--- src/erw_pkg.sv ---
/*
 * Package for the receive watermark and reduced MII support registers.
 * Assumes a simple synchronous peripheral register port on one clock.
 */
package erw_pkg;

    // ****************************************************************
    // Register byte addresses (word aligned).
    // ****************************************************************
    localparam logic [15:0] ADDR_PM_MASK_HIGH  = 16'h9070;
    localparam logic [15:0] ADDR_PM_CHECKSUM   = 16'h9080;
    localparam logic [15:0] ADDR_PM_START_OFS  = 16'h9090;
    localparam logic [15:0] ADDR_RX_FILTER_CFG = 16'h90a0;
    localparam logic [15:0] ADDR_RX_WATERMARKS = 16'h90b0;
    localparam logic [15:0] ADDR_INT_ENABLES   = 16'h90c0;
    localparam logic [15:0] ADDR_INT_FLAGS     = 16'h90d0;
    localparam logic [15:0] ADDR_MAC_PHY_SUPP  = 16'h9200;

    // Companion address offsets inside each 16-byte group.
    localparam logic [3:0] OFS_BASE = 4'h0;
    localparam logic [3:0] OFS_CLR  = 4'h4;
    localparam logic [3:0] OFS_SET  = 4'h8;
    localparam logic [3:0] OFS_INV  = 4'hc;

    // ****************************************************************
    // Field positions and masks.
    // ****************************************************************
    localparam int EMPTY_LVL_LSB = 0;
    localparam int FULL_LVL_LSB  = 16;
    localparam int FLAG_EMPTY_MARK_EVENT   = 9;
    localparam int FLAG_FULL_MARK_EVENT   = 8;
    localparam int SUPP_RESET    = 11;
    localparam int SUPP_SPEED    = 8;

    localparam logic [31:0] MASK_WATERMARKS = 32'h00ff00ff;
    localparam logic [31:0] MASK_HALF16     = 32'h0000ffff;
    localparam logic [31:0] MASK_INT_ENABLE = 32'h000063ef;
    localparam logic [31:0] MASK_INT_FLAGS  = 32'h000063ef;
    localparam logic [31:0] MASK_FILTER_CFG = 32'h0000dfff;
    localparam logic [31:0] MASK_SUPPORT    = 32'h00000900;
    localparam logic [31:0] RESET_VALUE     = 32'h00000000;

    // Access size codes.
    typedef enum logic [1:0] {
        ERW_SZ_8,
        ERW_SZ_16,
        ERW_SZ_32
    } erw_size_e;

    // Register port request.
    typedef struct packed {
        logic        write;
        logic        read;
        logic [15:0] addr;
        erw_size_e   size;
        logic [31:0] wdata;
    } erw_req_s;

endpackage

--- src/erw_regs.sv ---
/*
 * Receive watermark comparison, flow-control automation and reduced MII
 * support control registers with clear/set/invert companion addresses.
 * Assumes the register port and packet count are synchronous to clk.
 */
`timescale 1ns/1ns
module erw_regs
    import erw_pkg::*;
(
    input  wire logic        clk,
    input  wire logic        reset_n,
    input  wire erw_req_s    req,
    input  wire logic [7:0]  rxPacketCount,
    input  wire logic        autoFlowEnable,
    input  wire logic        rmiiSelected,
    output logic [31:0]      rdata,
    output logic             flowControlOn,
    output logic             fullMarkEvent,
    output logic             emptyMarkEvent,
    output logic             reducedMiiLogicReset,
    output logic             reducedMiiSpeedSel
);

    // ****************************************************************
    // Address decoding.
    // ****************************************************************

    // Group base of an address, dropping the companion offset.
    function automatic logic [15:0] groupOf(input logic [15:0] a);
        groupOf = {a[15:4], 4'h0};
    endfunction

    // Merge a write into a register through its companion operation.
    function automatic logic [31:0] applyOp(input logic [31:0] cur,
                                            input logic [31:0] wd,
                                            input logic [3:0]  op,
                                            input logic [31:0] msk);
        logic [31:0] v;
        v = cur;
        unique case (op)
            OFS_BASE: v = wd;
            OFS_CLR:  v = cur & ~wd;
            OFS_SET:  v = cur | wd;
            OFS_INV:  v = cur ^ wd;
            default:  v = cur;
        endcase
        applyOp = v & msk;
    endfunction

    logic        accessOk;
    logic        wrEn;
    logic [31:0] wdEff;
    logic [31:0] laneMask;
    logic [3:0]  op;
    logic [15:0] grp;

    // Byte accesses are dropped so they can never corrupt a field.
    assign accessOk = (req.size == ERW_SZ_16)
                   || (req.size == ERW_SZ_32);
    assign wrEn     = req.write && accessOk;
    assign op       = req.addr[3:0];
    assign grp      = groupOf(req.addr);
    // A 16-bit access reaches only the lower half of the word.
    assign laneMask = (req.size == ERW_SZ_16) ? MASK_HALF16 : ~32'h0;
    assign wdEff    = req.wdata & laneMask;

    // Keeps the half not covered by a 16-bit plain write intact.
    function automatic logic [31:0] keepHalf(input logic [31:0] cur,
                                             input logic [31:0] nw,
                                             input logic [31:0] lm,
                                             input logic [3:0]  o);
        keepHalf = (o == OFS_BASE) ? ((nw & lm) | (cur & ~lm)) : nw;
    endfunction

    // ****************************************************************
    // Storage registers.
    // ****************************************************************
    logic [31:0] pmMaskHigh_r, pmChecksum_r, pmStartOfs_r, rxFilterCfg_r;
    logic [31:0] rxWatermarks_r, intEnables_r, intFlags_r, macPhySupp_r;

    // Plain storage registers with companion operations.
    always_ff @(posedge clk or negedge reset_n) begin
        if (!reset_n) begin
            pmMaskHigh_r  <= RESET_VALUE;
            pmChecksum_r  <= RESET_VALUE;
            pmStartOfs_r  <= RESET_VALUE;
            rxFilterCfg_r <= RESET_VALUE;
            intEnables_r  <= RESET_VALUE;
        end else if (wrEn) begin
            unique case (grp)
                ADDR_PM_MASK_HIGH: pmMaskHigh_r <= keepHalf(pmMaskHigh_r,
                    applyOp(pmMaskHigh_r, wdEff, op, ~32'h0),
                    laneMask, op);
                ADDR_PM_CHECKSUM: pmChecksum_r <= applyOp(pmChecksum_r,
                    wdEff, op, MASK_HALF16);
                ADDR_PM_START_OFS: pmStartOfs_r <= applyOp(pmStartOfs_r,
                    wdEff, op, MASK_HALF16);
                ADDR_RX_FILTER_CFG: rxFilterCfg_r <= applyOp(rxFilterCfg_r,
                    wdEff, op, MASK_FILTER_CFG);
                ADDR_INT_ENABLES: intEnables_r <= applyOp(intEnables_r,
                    wdEff, op, MASK_INT_ENABLE);
                default: ;
            endcase
        end
    end

    // Watermark levels; read by the comparison path and the read data mux below.
    always_ff @(posedge clk or negedge reset_n) begin
        if (!reset_n) begin
            rxWatermarks_r <= RESET_VALUE;
        end else if (wrEn && grp == ADDR_RX_WATERMARKS) begin
            rxWatermarks_r <= keepHalf(rxWatermarks_r,
                applyOp(rxWatermarks_r, wdEff, op, MASK_WATERMARKS),
                laneMask | ~MASK_WATERMARKS, op);
        end
    end

    // Reduced MII support controls.
    always_ff @(posedge clk or negedge reset_n) begin
        if (!reset_n) begin
            macPhySupp_r <= RESET_VALUE;
        end else if (wrEn && grp == ADDR_MAC_PHY_SUPP) begin
            macPhySupp_r <= applyOp(macPhySupp_r, wdEff, op,
                MASK_SUPPORT);
        end
    end

    // ****************************************************************
    // Watermark comparison and flow control.
    // ****************************************************************
    logic [7:0] fullLevel, emptyLevel;
    logic       fullCond, emptyCond, fullCond_r, emptyCond_r;

    assign fullLevel  = rxWatermarks_r[FULL_LVL_LSB +: 8];
    assign emptyLevel = rxWatermarks_r[EMPTY_LVL_LSB +: 8];
    assign fullCond   = rxPacketCount >= fullLevel;
    assign emptyCond  = rxPacketCount <= emptyLevel;

    // Events fire on entry to a condition so a steady level is one event.
    always_ff @(posedge clk or negedge reset_n) begin
        if (!reset_n) begin
            fullCond_r     <= 1'b0;
            emptyCond_r    <= 1'b0;
            fullMarkEvent  <= 1'b0;
            emptyMarkEvent <= 1'b0;
        end else begin
            fullCond_r     <= fullCond;
            emptyCond_r    <= emptyCond;
            fullMarkEvent  <= fullCond && !fullCond_r;
            emptyMarkEvent <= emptyCond && !emptyCond_r;
        end
    end

    // Sticky flags; a hardware set wins over a same-cycle software clear.
    always_ff @(posedge clk or negedge reset_n) begin
        if (!reset_n) begin
            intFlags_r <= RESET_VALUE;
        end else begin
            intFlags_r <= ((wrEn && grp == ADDR_INT_FLAGS)
                ? applyOp(intFlags_r, wdEff, op, MASK_INT_FLAGS) : intFlags_r)
                | ({31'h0, fullCond && !fullCond_r} << FLAG_FULL_MARK_EVENT)
                | ({31'h0, emptyCond && !emptyCond_r} << FLAG_EMPTY_MARK_EVENT);
        end
    end

    // Flow control has hysteresis between the two levels.
    always_ff @(posedge clk or negedge reset_n) begin
        if (!reset_n) begin
            flowControlOn <= 1'b0;
        end else if (!autoFlowEnable) begin
            flowControlOn <= 1'b0;
        end else if (fullCond) begin
            flowControlOn <= 1'b1;
        end else if (emptyCond) begin
            flowControlOn <= 1'b0;
        end
    end

    // Reduced MII outputs; inert while standard MII is selected.
    always_ff @(posedge clk or negedge reset_n) begin
        if (!reset_n) begin
            reducedMiiLogicReset <= 1'b0;
            reducedMiiSpeedSel   <= 1'b0;
        end else begin
            reducedMiiLogicReset <= rmiiSelected
                && macPhySupp_r[SUPP_RESET];
            reducedMiiSpeedSel   <= rmiiSelected
                && macPhySupp_r[SUPP_SPEED];
        end
    end

    // ****************************************************************
    // Read data.
    // ****************************************************************
    logic [31:0] rdSel;

    // Reads are answered one cycle later; companions read the base.
    always_comb begin
        unique case (grp)
            ADDR_PM_MASK_HIGH:  rdSel = pmMaskHigh_r;
            ADDR_PM_CHECKSUM:   rdSel = pmChecksum_r;
            ADDR_PM_START_OFS:  rdSel = pmStartOfs_r;
            ADDR_RX_FILTER_CFG: rdSel = rxFilterCfg_r;
            ADDR_RX_WATERMARKS: rdSel = rxWatermarks_r;
            ADDR_INT_ENABLES:   rdSel = intEnables_r;
            ADDR_INT_FLAGS:     rdSel = intFlags_r;
            ADDR_MAC_PHY_SUPP:  rdSel = macPhySupp_r;
            default:            rdSel = 32'h0;
        endcase
    end

    always_ff @(posedge clk or negedge reset_n) begin
        if (!reset_n) begin
            rdata <= RESET_VALUE;
        end else if (req.read && accessOk) begin
            rdata <= rdSel & laneMask;
        end else begin
            rdata <= RESET_VALUE;
        end
    end

endmodule

--- config.mk ---
export PLATFORM = sky130hd
export DESIGN_NAME = erw_regs
export DESIGN_NICKNAME = d
export VERILOG_FILES = /design/src/erw_pkg.sv /design/src/erw_regs.sv
export SDC_FILE = /design/constraint.sdc
export NUM_CORES = 1
export LEC_CHECK = 0
export BUFFER_PORTS_ARGS = -buffer_cell sky130_fd_sc_hd__buf_2
export CORE_MARGIN = 8
export CORE_UTILIZATION = 40
export DETAILED_ROUTE_END_ITERATION = 10
export GPL_TIMING_DRIVEN = 0
export PLACE_DENSITY = 0.67
export RECOVER_POWER = 50
export SLEW_MARGIN = 20
export SYNTH_ARGS = -nofsm -noshare
export SYNTH_HDL_FRONTEND = slang
export SYNTH_SLANG_ARGS = --single-unit
--- constraint.sdc ---
create_clock -name clk -period 2.12 [get_ports clk]
set_input_delay 0.212 -clock clk [delete_from_list [all_inputs] [get_ports clk]]
set_output_delay 0.212 -clock clk [all_outputs]
set_load 0.01 [all_outputs]
**Word level (Yosys, flattened, before mapping)**

Index checks and enable logic that the tools add are counted.

- Add/subtract/negate cells: 0
- Multiply operators: 0
- Div/mod/pow operators: 0
- Magnitude comparators: 2
- Equality and inequality tests: 14
- Shift-type cells: 0
- Multiplexer cells: 20
- Bitwise operators: 37
- Reduce and logical (&&, ||, !) cells: 20

Operator list:

| cell | number |
|---|---|
| one-hot mux 32 bit (8 select lines) | 1 |
| 2-to-1 mux 32 bit | 7 |
| AND 32 bit | 6 |
| one-hot mux 16 bit (4 select lines) | 3 |
| one-hot mux 32 bit (4 select lines) | 1 |
| one-hot mux 15 bit (4 select lines) | 2 |
| == test 12 bit, second input constant | 8 |
| inverter 32 bit | 3 |
| OR 32 bit | 3 |
| one-hot mux 24 bit (4 select lines) | 1 |
| AND 16 bit | 3 |
| OR 16 bit | 3 |
| one-hot mux 12 bit (4 select lines) | 1 |
| XOR 16 bit | 3 |
| AND 24 x 32 -> 32 bit | 1 |
| OR 32 x 10 -> 32 bit | 1 |
| OR 32 x 9 -> 32 bit | 1 |
| XOR 32 bit | 1 |
| AND 15 bit | 2 |
| OR 15 bit | 2 |
| XOR 15 bit | 2 |
| AND 24 bit | 1 |
| 2-to-1 mux 24 bit | 1 |
| OR 24 bit | 1 |
| other kinds (19) | 35 |

- Flip-flop bits (word level): 195
- Latch bits: 0
- RAM bits: 0
- Memory bits (read-only): 0
- Input port bits: 64
- Output and inout port bits: 37
- Word-level logic and storage cells: 109
- Memories kept: 0

**Longest topological paths before layout**

Gate-level depths: netlist of the first run.

- Word-level depth: 11
- Gate-level depth with buffers: 10
- Depth with buffers taken out: 8

**Worst setup path before layout of the first run**

No wires, ideal clock.

- Path kind: input-to-reg
- Start point: input req[33] (netlist bit)
- End point: register (tool-made name)
- Library setup time: 133 ps
- Data arrival time: 1897 ps
- Setup slack: 90 ps
- Stages on the path: 8
- Path buffers: 1
- Cell sequence: inv_1 > ha_1 > nor4b_4 > a21boi_4 > nand2_2 > buf_6 > a2111oi_2 > a21oi_1

RTL lines:

| element | RTL line | text |
|---|---|---|
| start: declaration | erw_regs.sv:12 | `input wire erw_req_s req,` |

**Worst setup path after layout of the first run**

- Start point: input req[42] (netlist bit)
- End point: register intFlags_r[8]

- Word-level cells in the longest chain between the ends: 5

Ends and longest elaborated chain:

| element | RTL line | text |
|---|---|---|
| == test 12 bit | erw_regs.sv:159 | `intFlags_r <= ((wrEn && grp == ADDR_INT_FLAGS)` |
| logical AND 1 bit | erw_regs.sv:159 |  |
| 2-to-1 mux 32 bit | erw_regs.sv:160 | `? applyOp(intFlags_r, wdEff, op, MASK_INT_FLAGS) : intFlags_r)` |
| OR 32 x 9 -> 32 bit | erw_regs.sv:161 | `\| ({31'h0, fullCond && !fullCond_r} << FLAG_FULL_MARK_EVENT)` |
| OR 32 x 10 -> 32 bit | erw_regs.sv:162 | `\| ({31'h0, emptyCond && !emptyCond_r} << FLAG_EMPTY_MARK_EVENT);` |
| end signal: assignment | erw_regs.sv:159 |  |
| end: declaration | erw_regs.sv:79 | `logic [31:0] rxWatermarks_r, intEnables_r, intFlags_r, macPhySupp_r;` |

Every way passes these cells.
A chain may end at the register's enable or synchronous reset.

==> impl_table.tex, run 1 <==
\begin{tabular}{lr}
\hline
Metric & Value \\
\hline
\multicolumn{2}{l}{\textbf{Outcome}} \\
\quad Run status & completed \\
\multicolumn{2}{l}{\textbf{Global routing}} \\
\quad Global routing usage on met3 & 0.04388 \\
\quad All-Layer GR Usage & 0.2291 \\
\quad GR Layer Usage met1 & 0.2959 \\
\quad Most congested layer reported by global routing & met2 \\
\quad Largest net degree at the start of global routing & 84 \\
\quad Global-route wire length before repair & 68.33 mm \\
\quad GRT overflow & 0 \\
\quad Vias in the first global route & 11930 \\
\quad Antenna violations before repair & 2 \\
\quad Global routing usage on met2 & 0.3686 \\
\multicolumn{2}{l}{\textbf{Critical path}} \\
\quad Register-to-register path setup slack & 140 ps \\
\quad Worst Path Required & 2440 ps \\
\quad Worst setup endpoint & intFlags\_r[8] \\
\quad Reg2reg path depth & 6 \\
\quad Nature of the critical path endpoint & flop \\
\quad Max FO, Critical Path & 10 \\
\quad Critical Path AT & 2400 ps \\
\quad Type of the worst setup path & in -> reg \\
\quad Crit path launch type & input port \\
\quad Worst reg2reg endpoint & intFlags\_r[8] \\
\quad Critical path startpoint & req[42] \\
\multicolumn{2}{l}{\textbf{Route}} \\
\quad Via density per instance & 6.029 \\
\quad Via Count & 11940 \\
\quad DRC viols & 0 \\
\quad Detailed-router iteration count before antenna repair & 8 \\
\quad Number of nets with antenna violations after routing & 0 \\
\quad Mean routed wirelength per cell & 22.17 µm \\
\quad Initial drt markers & 1262 \\
\quad Routed Wire Length & 43.90 mm \\
\multicolumn{2}{l}{\textbf{Timing}} \\
\quad Final critical delay including setup and external delays & 2076 ps \\
\quad Hold Violations, Final & 0 \\
\quad Pins over their slew limit & 0 \\
\quad Rel. slew slack & 0.3445 \\
\quad Unrepaired setup endpoints after global routing & false \\
\quad Pin slew with the least headroom to its limit & 983.3 ps \\
\quad Clock skew & 10.52 ps \\
\quad Final worst setup slack & 43.65 ps \\
\quad Final cycle utilization of the critical path & 0.9794 \\
\quad Final setup violation count & 0 \\
\quad Highest attainable clock frequency & 0.4816 GHz \\
\multicolumn{2}{l}{\textbf{Yosys}} \\
\quad Xor/xnor cell area share of the yosys netlist & 0 \\
\quad Mux cell area share after synthesis & 0.008017 \\
\quad Distinct cells, synth & 63 \\
\quad Register area share after synthesis & 0.3090 \\
\quad Arithmetic-cell share of the synthesized area counting full adders, half adders and majority gates & 0.2493 \\
\quad Share of async-settable or async-resettable flops after synthesis & 1.000 \\
\quad Synthesized cell area & 12800 µm² \\
\quad Synthesized instance count & 1442 \\
\quad Simple-Gate Fraction of Synth Area & 0.1417 \\
\quad Combinational family with the most area after synthesis & adder cells \\
\quad Post-synth EDFFs & 0 \\
\quad Most frequently used flop master after synthesis & sky130\_fd\_sc\_hd\_\_dfrtp\_1 \\
\quad Count of synthesis-stage warnings from yosys & 0 \\
\quad Synthesized area divided by synthesized cell count & 8.875 µm² \\
\quad Register bit total from synthesis & 158 \\
\quad Mapped Nets & 1761 \\
\quad Synthesized-area fraction occupied by ao, oa, aoi and oai cells & 0.2198 \\
\multicolumn{2}{l}{\textbf{Cells and area}} \\
\quad Most used cells in the layout excluding fill and tap cells & sky130\_fd\_sc\_hd\_\_ha\_1 (255), sky130\_fd\_sc\_hd\_\_nand2\_1 (163), sky130\_fd\_sc\_hd\_\_dfrtp\_1 (158), sky130\_fd\_sc\_hd\_\_o21ai\_0 (142), sky130\_fd\_sc\_hd\_\_inv\_1 (140) \\
\quad Number of filler cells placed in the layout & 3071 \\
\quad Diodes inserted & 0 \\
\quad Final standard cell count with taps included and fillers excluded & 1980 \\
\quad Share of layout cells above drive strength 1 & 0.09949 \\
\quad Area taken by flip-flops and latches & 3954 µm² \\
\quad Final core utilization & 0.4599 \\
\quad Total area of multi-input combinational cells & 7961 µm² \\
\quad Leading cell type in the layout, fill and taps excluded & sky130\_fd\_sc\_hd\_\_ha\_1 \\
\quad Nets & 1886 \\
\quad Final standard cell area without fillers & 14510 µm² \\
\quad Synth-to-Final Area Change & 13.40\% \\
\multicolumn{2}{l}{\textbf{Clocking}} \\
\quad H-tree level count & 4 \\
\quad Count of clock tree sinks & 158 \\
\quad Source-to-sink clock delay at the later pin of the worst-skew pair & 440 ps \\
\quad TritonCTS clock tree & done \\
\quad Clock root buffer master & sky130\_fd\_sc\_hd\_\_clkbuf\_16 \\
\quad Worst-case clock buffer depth & 2 \\
\quad Number of buffers added by the clock tree synthesis step & 17 \\
\quad CTS clock-pin slew for the worst setup and hold paths & 60 ps \\
\multicolumn{2}{l}{\textbf{Power and ir drop}} \\
\quad Portion of total power attributed to combinational logic & 0.120 \\
\quad Worst-case vdd ir drop & 0.0004875 V \\
\quad Net switching power figure & 1.951 mW \\
\quad Leakage power summed over all cells & 6.638 nW \\
\quad Sw Ratio & 0.2704 \\
\quad Proportion of power drawn by the clock network & 0.461 \\
\quad Cell area power density & 497.1 nW/µm² \\
\quad Part of the power in registers & 0.420 \\
\quad Cell internal pwr & 5.264 mW \\
\multicolumn{2}{l}{\textbf{Floorplanning}} \\
\quad I/O pin cnt & 101 \\
\quad Number of rows in the core area & 65 \\
\quad Initial core utilization & 0.4056 \\
\quad DIE WIDTH & 194.9 µm \\
\quad Overall die area & 37970 µm² \\
\quad Standard cell core area & 31560 µm² \\
\quad Height of the die & 194.9 µm \\
\multicolumn{2}{l}{\textbf{Placement}} \\
\quad Final estimated routing congestion in global placement & 0.9251 \\
\quad Worst setup timing slack at the placement stage & -706.5 ps \\
\quad Post-detail-place hpwl & 31.98 mm \\
\quad Count of input and output buffers & 96 \\
\quad Placement-stage cell area & 13850 µm² \\
\quad Cells after DPL & 1942 \\
\multicolumn{2}{l}{\textbf{Worst hold path}} \\
\quad Class of the most critical hold timing path & in -> reg \\
\multicolumn{2}{l}{\textbf{Flow run}} \\
\quad Maximum Capacitance Violations & 0 \\
\hline
\end{tabular}
==> per-stage QoR <==
stage,power (mW),TNS (ps),hold slack (ps)
after global routing,7.458,0,135.4
after floorplan,3.563,0,-83.59
after detailed placement,3.924,-50330,39.97
after CTS,7.231,0,102.8
after global placement,3.875,-350340,437.7
final,7.215,0,116.0
==> cell usage after synthesis (all sizes together) (10+ instances only) <==
library cell	n	share of area
ha	255	0.25
nand2	166	0.050
dfrtp	158	0.31
o21ai	150	0.059
inv	140	0.041
nor2	74	0.022
a21oi	63	0.025
nor3	58	0.025
clkbuf	57	0.017
a22o	44	0.030
a221oi	33	0.023
a22oi	33	0.019
buf	31	0.014
nand2b	26	0.013
a211oi	24	0.014
and2	14	0.0068
a222oi	11	0.0086
a32oi	11	0.0075
nand3	10	0.0039
==> layer usage <==
| metal | vias to the layer above | wire (µm) |
|---|---|---|
| met3 | 104 | 4420 |
| met1 | 5835 | 17880 |
| met4 | 2 | 1651 |
| li1 | 5362 | - |
| met2 | 634 | 19940 |
| met5 | - | 8 |
==> power by group through the flow <==
stage | logic (mW) | clock network (mW) | registers (mW)
2_1_floorplan | 0.478 | 0 | 3.09
3_3_place_gp | 0.789 | 0 | 3.09
3_5_place_dp | 0.839 | 0 | 3.09
4_1_cts | 0.859 | 3.34 | 3.03
5_1_grt | 0.966 | 3.46 | 3.03
6_report | 0.863 | 3.32 | 3.03
==> worst max-delay path, stage by stage <==
cell and delay [ps]:
sky130_fd_sc_hd__buf_2 120, sky130_fd_sc_hd__nor3_4 440, sky130_fd_sc_hd__and2_0 190, sky130_fd_sc_hd__clkbuf_1 410, sky130_fd_sc_hd__nand3_1 310, sky130_fd_sc_hd__clkbuf_2 350, sky130_fd_sc_hd__a211o_1 360
==> cells by family (layout without fill, tap and decap cells) <==
family / count (synthesis) / count (layout)
flip-flops: 158 / 158
AO/OA/AOI/OAI: 416 / 416
adder cells (fa/ha/maj): 255 / 255
multiplexers: 10 / 10
AND/OR/NAND/NOR: 375 / 375
buffers and inverters: 228 / 364
==> layout make-up <==
cell class / count / area share
Timing Repair Buffer: 106 / 0.03862
Inverter: 140 / 0.03621
Sequential cell: 158 / 0.2724
Clock inverter: 11 / 0.01164
Tap cell: 402 / 0.03466
Clock buffer: 19 / 0.02983
Multi-Input combinational cell: 1056 / 0.5486
Buffer: 88 / 0.02802
==> how the worst min path moves through the flow <==
| stage | to | start | depth (start not counted) |
|---|---|---|---|
| after floorplan | asynchronous set/reset pin | reset_n | 0 |
| after global placement | flowControlOn | autoFlowEnable | 2 |
| after detailed placement | pmStartOfs_r[7] | reset_n | 1 |
| after CTS | pmChecksum_r[5] | req[5] | 3 |
| after global routing | pmChecksum_r[5] | req[5] | 3 |
| final | pmChecksum_r[5] | req[5] | 3 |
==> what timing repair did <==
action,CTS,global route
buffers inserted,2,3
endpoints found under the hold margin,97,0
gates resized for setup,10,9
hold buffers,3,0
setup endpoints to repair,38,53
pin swaps,1,2
No activity file was read; power rests on OpenSTA's default activity.
==> inputs of run 2 (changes only) <==
Settings changed: CELL_PAD_IN_SITES_DETAIL_PLACEMENT from default to 0, CELL_PAD_IN_SITES_GLOBAL_PLACEMENT from default to 1, PLACE_DENSITY 0.67 to 0.83.
Clock period 2.12 ns to 1.74 ns, I/O delays scaled along.
==> impl_table.tex, run 2 (same netlist as run 1, synthesis figures left out) <==
\begin{tabular}{lr}
\hline
Metric & Value \\
\hline
\multicolumn{2}{l}{\textbf{Timing}} \\
\quad Final setup violation count & 5 (+5) \\
\quad Pins over their slew limit & 0 (unchanged) \\
\quad Highest attainable clock frequency & 0.5550 GHz \\
\quad Clock skew & 10.80 ps (+0.2852 ps) \\
\quad Rel. slew slack & 0.1767 (-0.1678) \\
\quad Hold Violations, Final & 0 (unchanged) \\
\quad Final worst setup slack & -61.85 ps (-105.5 ps) \\
\quad Final critical delay including setup and external delays & 1802 ps \\
\quad Final cycle utilization of the critical path & 1.036 \\
\quad Unrepaired setup endpoints after global routing & true \\
\quad Pin slew with the least headroom to its limit & 1235 ps (+251.7 ps) \\
\quad Total Neg Setup Slack & -89.28 ps (-89.28 ps) \\
\multicolumn{2}{l}{\textbf{Clocking}} \\
\quad Count of clock tree sinks & 158 (unchanged) \\
\quad Worst-case clock buffer depth & 2 (unchanged) \\
\quad CTS clock-pin slew for the worst setup and hold paths & 70 ps (about the same) \\
\quad Source-to-sink clock delay at the later pin of the worst-skew pair & 450 ps (about the same) \\
\quad TritonCTS clock tree & done \\
\quad Number of buffers added by the clock tree synthesis step & 17 (unchanged) \\
\quad H-tree level count & 4 (unchanged) \\
\quad Clock root buffer master & sky130\_fd\_sc\_hd\_\_clkbuf\_16 \\
\multicolumn{2}{l}{\textbf{Cells and area}} \\
\quad Most used cells in the layout excluding fill and tap cells & sky130\_fd\_sc\_hd\_\_ha\_1 (252), sky130\_fd\_sc\_hd\_\_nand2\_1 (162), sky130\_fd\_sc\_hd\_\_dfrtp\_1 (155), sky130\_fd\_sc\_hd\_\_inv\_1 (136), sky130\_fd\_sc\_hd\_\_o21ai\_0 (136) \\
\quad Number of filler cells placed in the layout & 3050 (-0.68\%) \\
\quad Final standard cell count with taps included and fillers excluded & 2008 (+1.4\%) \\
\quad Nets & 1914 (+1.5\%) \\
\quad Share of layout cells above drive strength 1 & 0.1482 (+0.04870) \\
\quad Leading cell type in the layout, fill and taps excluded & sky130\_fd\_sc\_hd\_\_ha\_1 \\
\quad Synth-to-Final Area Change & 17.08\% \\
\quad Final core utilization & 0.4748 (+0.01491) \\
\quad Area taken by flip-flops and latches & 3958 µm² (about the same) \\
\quad Final standard cell area without fillers & 14980 µm² (+3.2\%) \\
\quad Total area of multi-input combinational cells & 8119 µm² (+2.0\%) \\
\quad Diodes inserted & 0 (unchanged) \\
\multicolumn{2}{l}{\textbf{Route}} \\
\quad Via Count & 11820 (-0.97\%) \\
\quad DRC viols & 0 (unchanged) \\
\quad Initial drt markers & 1021 (-19\%) \\
\quad Number of nets with antenna violations after routing & 0 (unchanged) \\
\quad Mean routed wirelength per cell & 22.26 µm (+0.40\%) \\
\quad Detailed-router iteration count before antenna repair & 6 (-2) \\
\quad Routed Wire Length & 44.70 mm (+1.8\%) \\
\quad Via density per instance & 5.887 (-2.4\%) \\
\multicolumn{2}{l}{\textbf{Global routing}} \\
\quad Global-route wire length before repair & 68.71 mm (+0.56\%) \\
\quad Vias in the first global route & 11720 (-1.8\%) \\
\quad GRT overflow & 0 (unchanged) \\
\quad Antenna violations before repair & 0 (-2) \\
\quad Largest net degree at the start of global routing & 81 (-3.6\%) \\
\quad All-Layer GR Usage & 0.2312 (+0.002073) \\
\multicolumn{2}{l}{\textbf{Critical path}} \\
\quad Critical Path AT & 2130 ps (-270 ps) \\
\quad Worst Path Required & 2070 ps (-370 ps) \\
\quad Max FO, Critical Path & 2 (-8) \\
\quad Type of the worst setup path & reg -> reg \\
\quad Register-to-register path setup slack & -60 ps (-200 ps) \\
\quad Nature of the critical path endpoint & flop \\
\quad Crit path launch type & flop \\
\multicolumn{2}{l}{\textbf{Floorplanning}} \\
\quad Height of the die & 194.9 µm (unchanged) \\
\quad Standard cell core area & 31560 µm² (unchanged) \\
\quad Initial core utilization & 0.4056 (unchanged) \\
\quad I/O pin cnt & 101 (unchanged) \\
\quad Number of rows in the core area & 65 (unchanged) \\
\quad DIE WIDTH & 194.9 µm (unchanged) \\
\quad Overall die area & 37970 µm² (unchanged) \\
\multicolumn{2}{l}{\textbf{Outcome}} \\
\quad Run status & finished, violations left \\
\quad Violated checks & negative setup slack \\
\multicolumn{2}{l}{\textbf{Placement}} \\
\quad Count of input and output buffers & 96 (unchanged) \\
\quad Cells after DPL & 1941 (-0.051\%) \\
\quad Post-detail-place hpwl & 31.90 mm (-0.25\%) \\
\quad Placement-stage cell area & 13870 µm² (+0.11\%) \\
\quad Final estimated routing congestion in global placement & 0.9419 (+1.8\%) \\
\multicolumn{2}{l}{\textbf{Flow run}} \\
\quad Maximum Capacitance Violations & 0 (unchanged) \\
\multicolumn{2}{l}{\textbf{Power and ir drop}} \\
\quad Worst-case vdd ir drop & 0.0006333 V (+30\%) \\
\quad Leakage power summed over all cells & 6.957 nW (+4.8\%) \\
\quad Cell area power density & 592.6 nW/µm² (+19\%) \\
\multicolumn{2}{l}{\textbf{Worst hold path}} \\
\quad Class of the most critical hold timing path & in -> reg \\
\hline
\end{tabular}
run 2: what timing repair did:
action,CTS,global route
resized for setup,46,58
hold buffers,3,0
setup buffers,18,15
hold endpoints to repair,82,0
setup endpoints to repair,144,113
pin swaps,8,10
cloned,0,1
run 2: area by class of cell:
| cell class | instances | share of cell area |
|---|---|---|
| multi-input cells | 1056 | 0.5419 |
| flip-flops and latches | 158 | 0.2641 |
| repair buffers | 134 | 0.05119 |
| inverters | 140 | 0.03507 |
| well taps | 402 | 0.03357 |
| plain buffers | 88 | 0.03332 |
| clock buffers | 20 | 0.02981 |
| clock inverters | 10 | 0.01102 |
run 2: path summary, 6_finish.rpt:
check	start	to	cells past startpoint
setup / recovery	flop	intFlags_r[8]	6
hold / removal	req[3]	pmChecksum_r[3]	3
max in group asynchronous	reset_n	rxWatermarks_r[6]	3
min in group asynchronous	reset_n	rxFilterCfg_r[5]	2
setup reg to reg	flop	intFlags_r[8]	6
hold reg to reg	pmStartOfs_r[7]	pmStartOfs_r[7]	2
run 2: worst max-delay path: stages (launching register included):
cell	delay, ps
sky130_fd_sc_hd__dfrtp_1	400
sky130_fd_sc_hd__ha_1	280
sky130_fd_sc_hd__nand2b_4	130
sky130_fd_sc_hd__a2111o_1	370
sky130_fd_sc_hd__a21oi_2	190
sky130_fd_sc_hd__nor2_2	90
sky130_fd_sc_hd__a211o_1	230
run 2: stage by stage:
stage          total power, mW  worst slack, ps  hold slack (ps)
5_1_grt                  9.144           -97.87            103.5
6_report                 8.878           -61.85            66.04
3_3_place_gp             4.744            -2298            401.9
2_1_floorplan            4.348           -77.05           -121.6
4_1_cts                  8.879           -76.73            60.83
3_5_place_dp             4.788            -1195            233.6
run 2: power by group:
part / switching [mW] / internal, mW
registers: 0.0105 / 3.68
clock network: 1.67 / 2.43
logic: 0.723 / 0.370
total: 2.40 / 6.48
run 2: layer usage:
layer	global-route usage	share of wire	vias to the layer above	wire [µm]
li1	-	-	5415	-
met3	0.05165	0.081	99	3632
met5	0	0	-	0
met1	0.3009	0.43	5789	19330
met2	0.3677	0.46	518	20360
met4	0.09321	0.031	0	1372
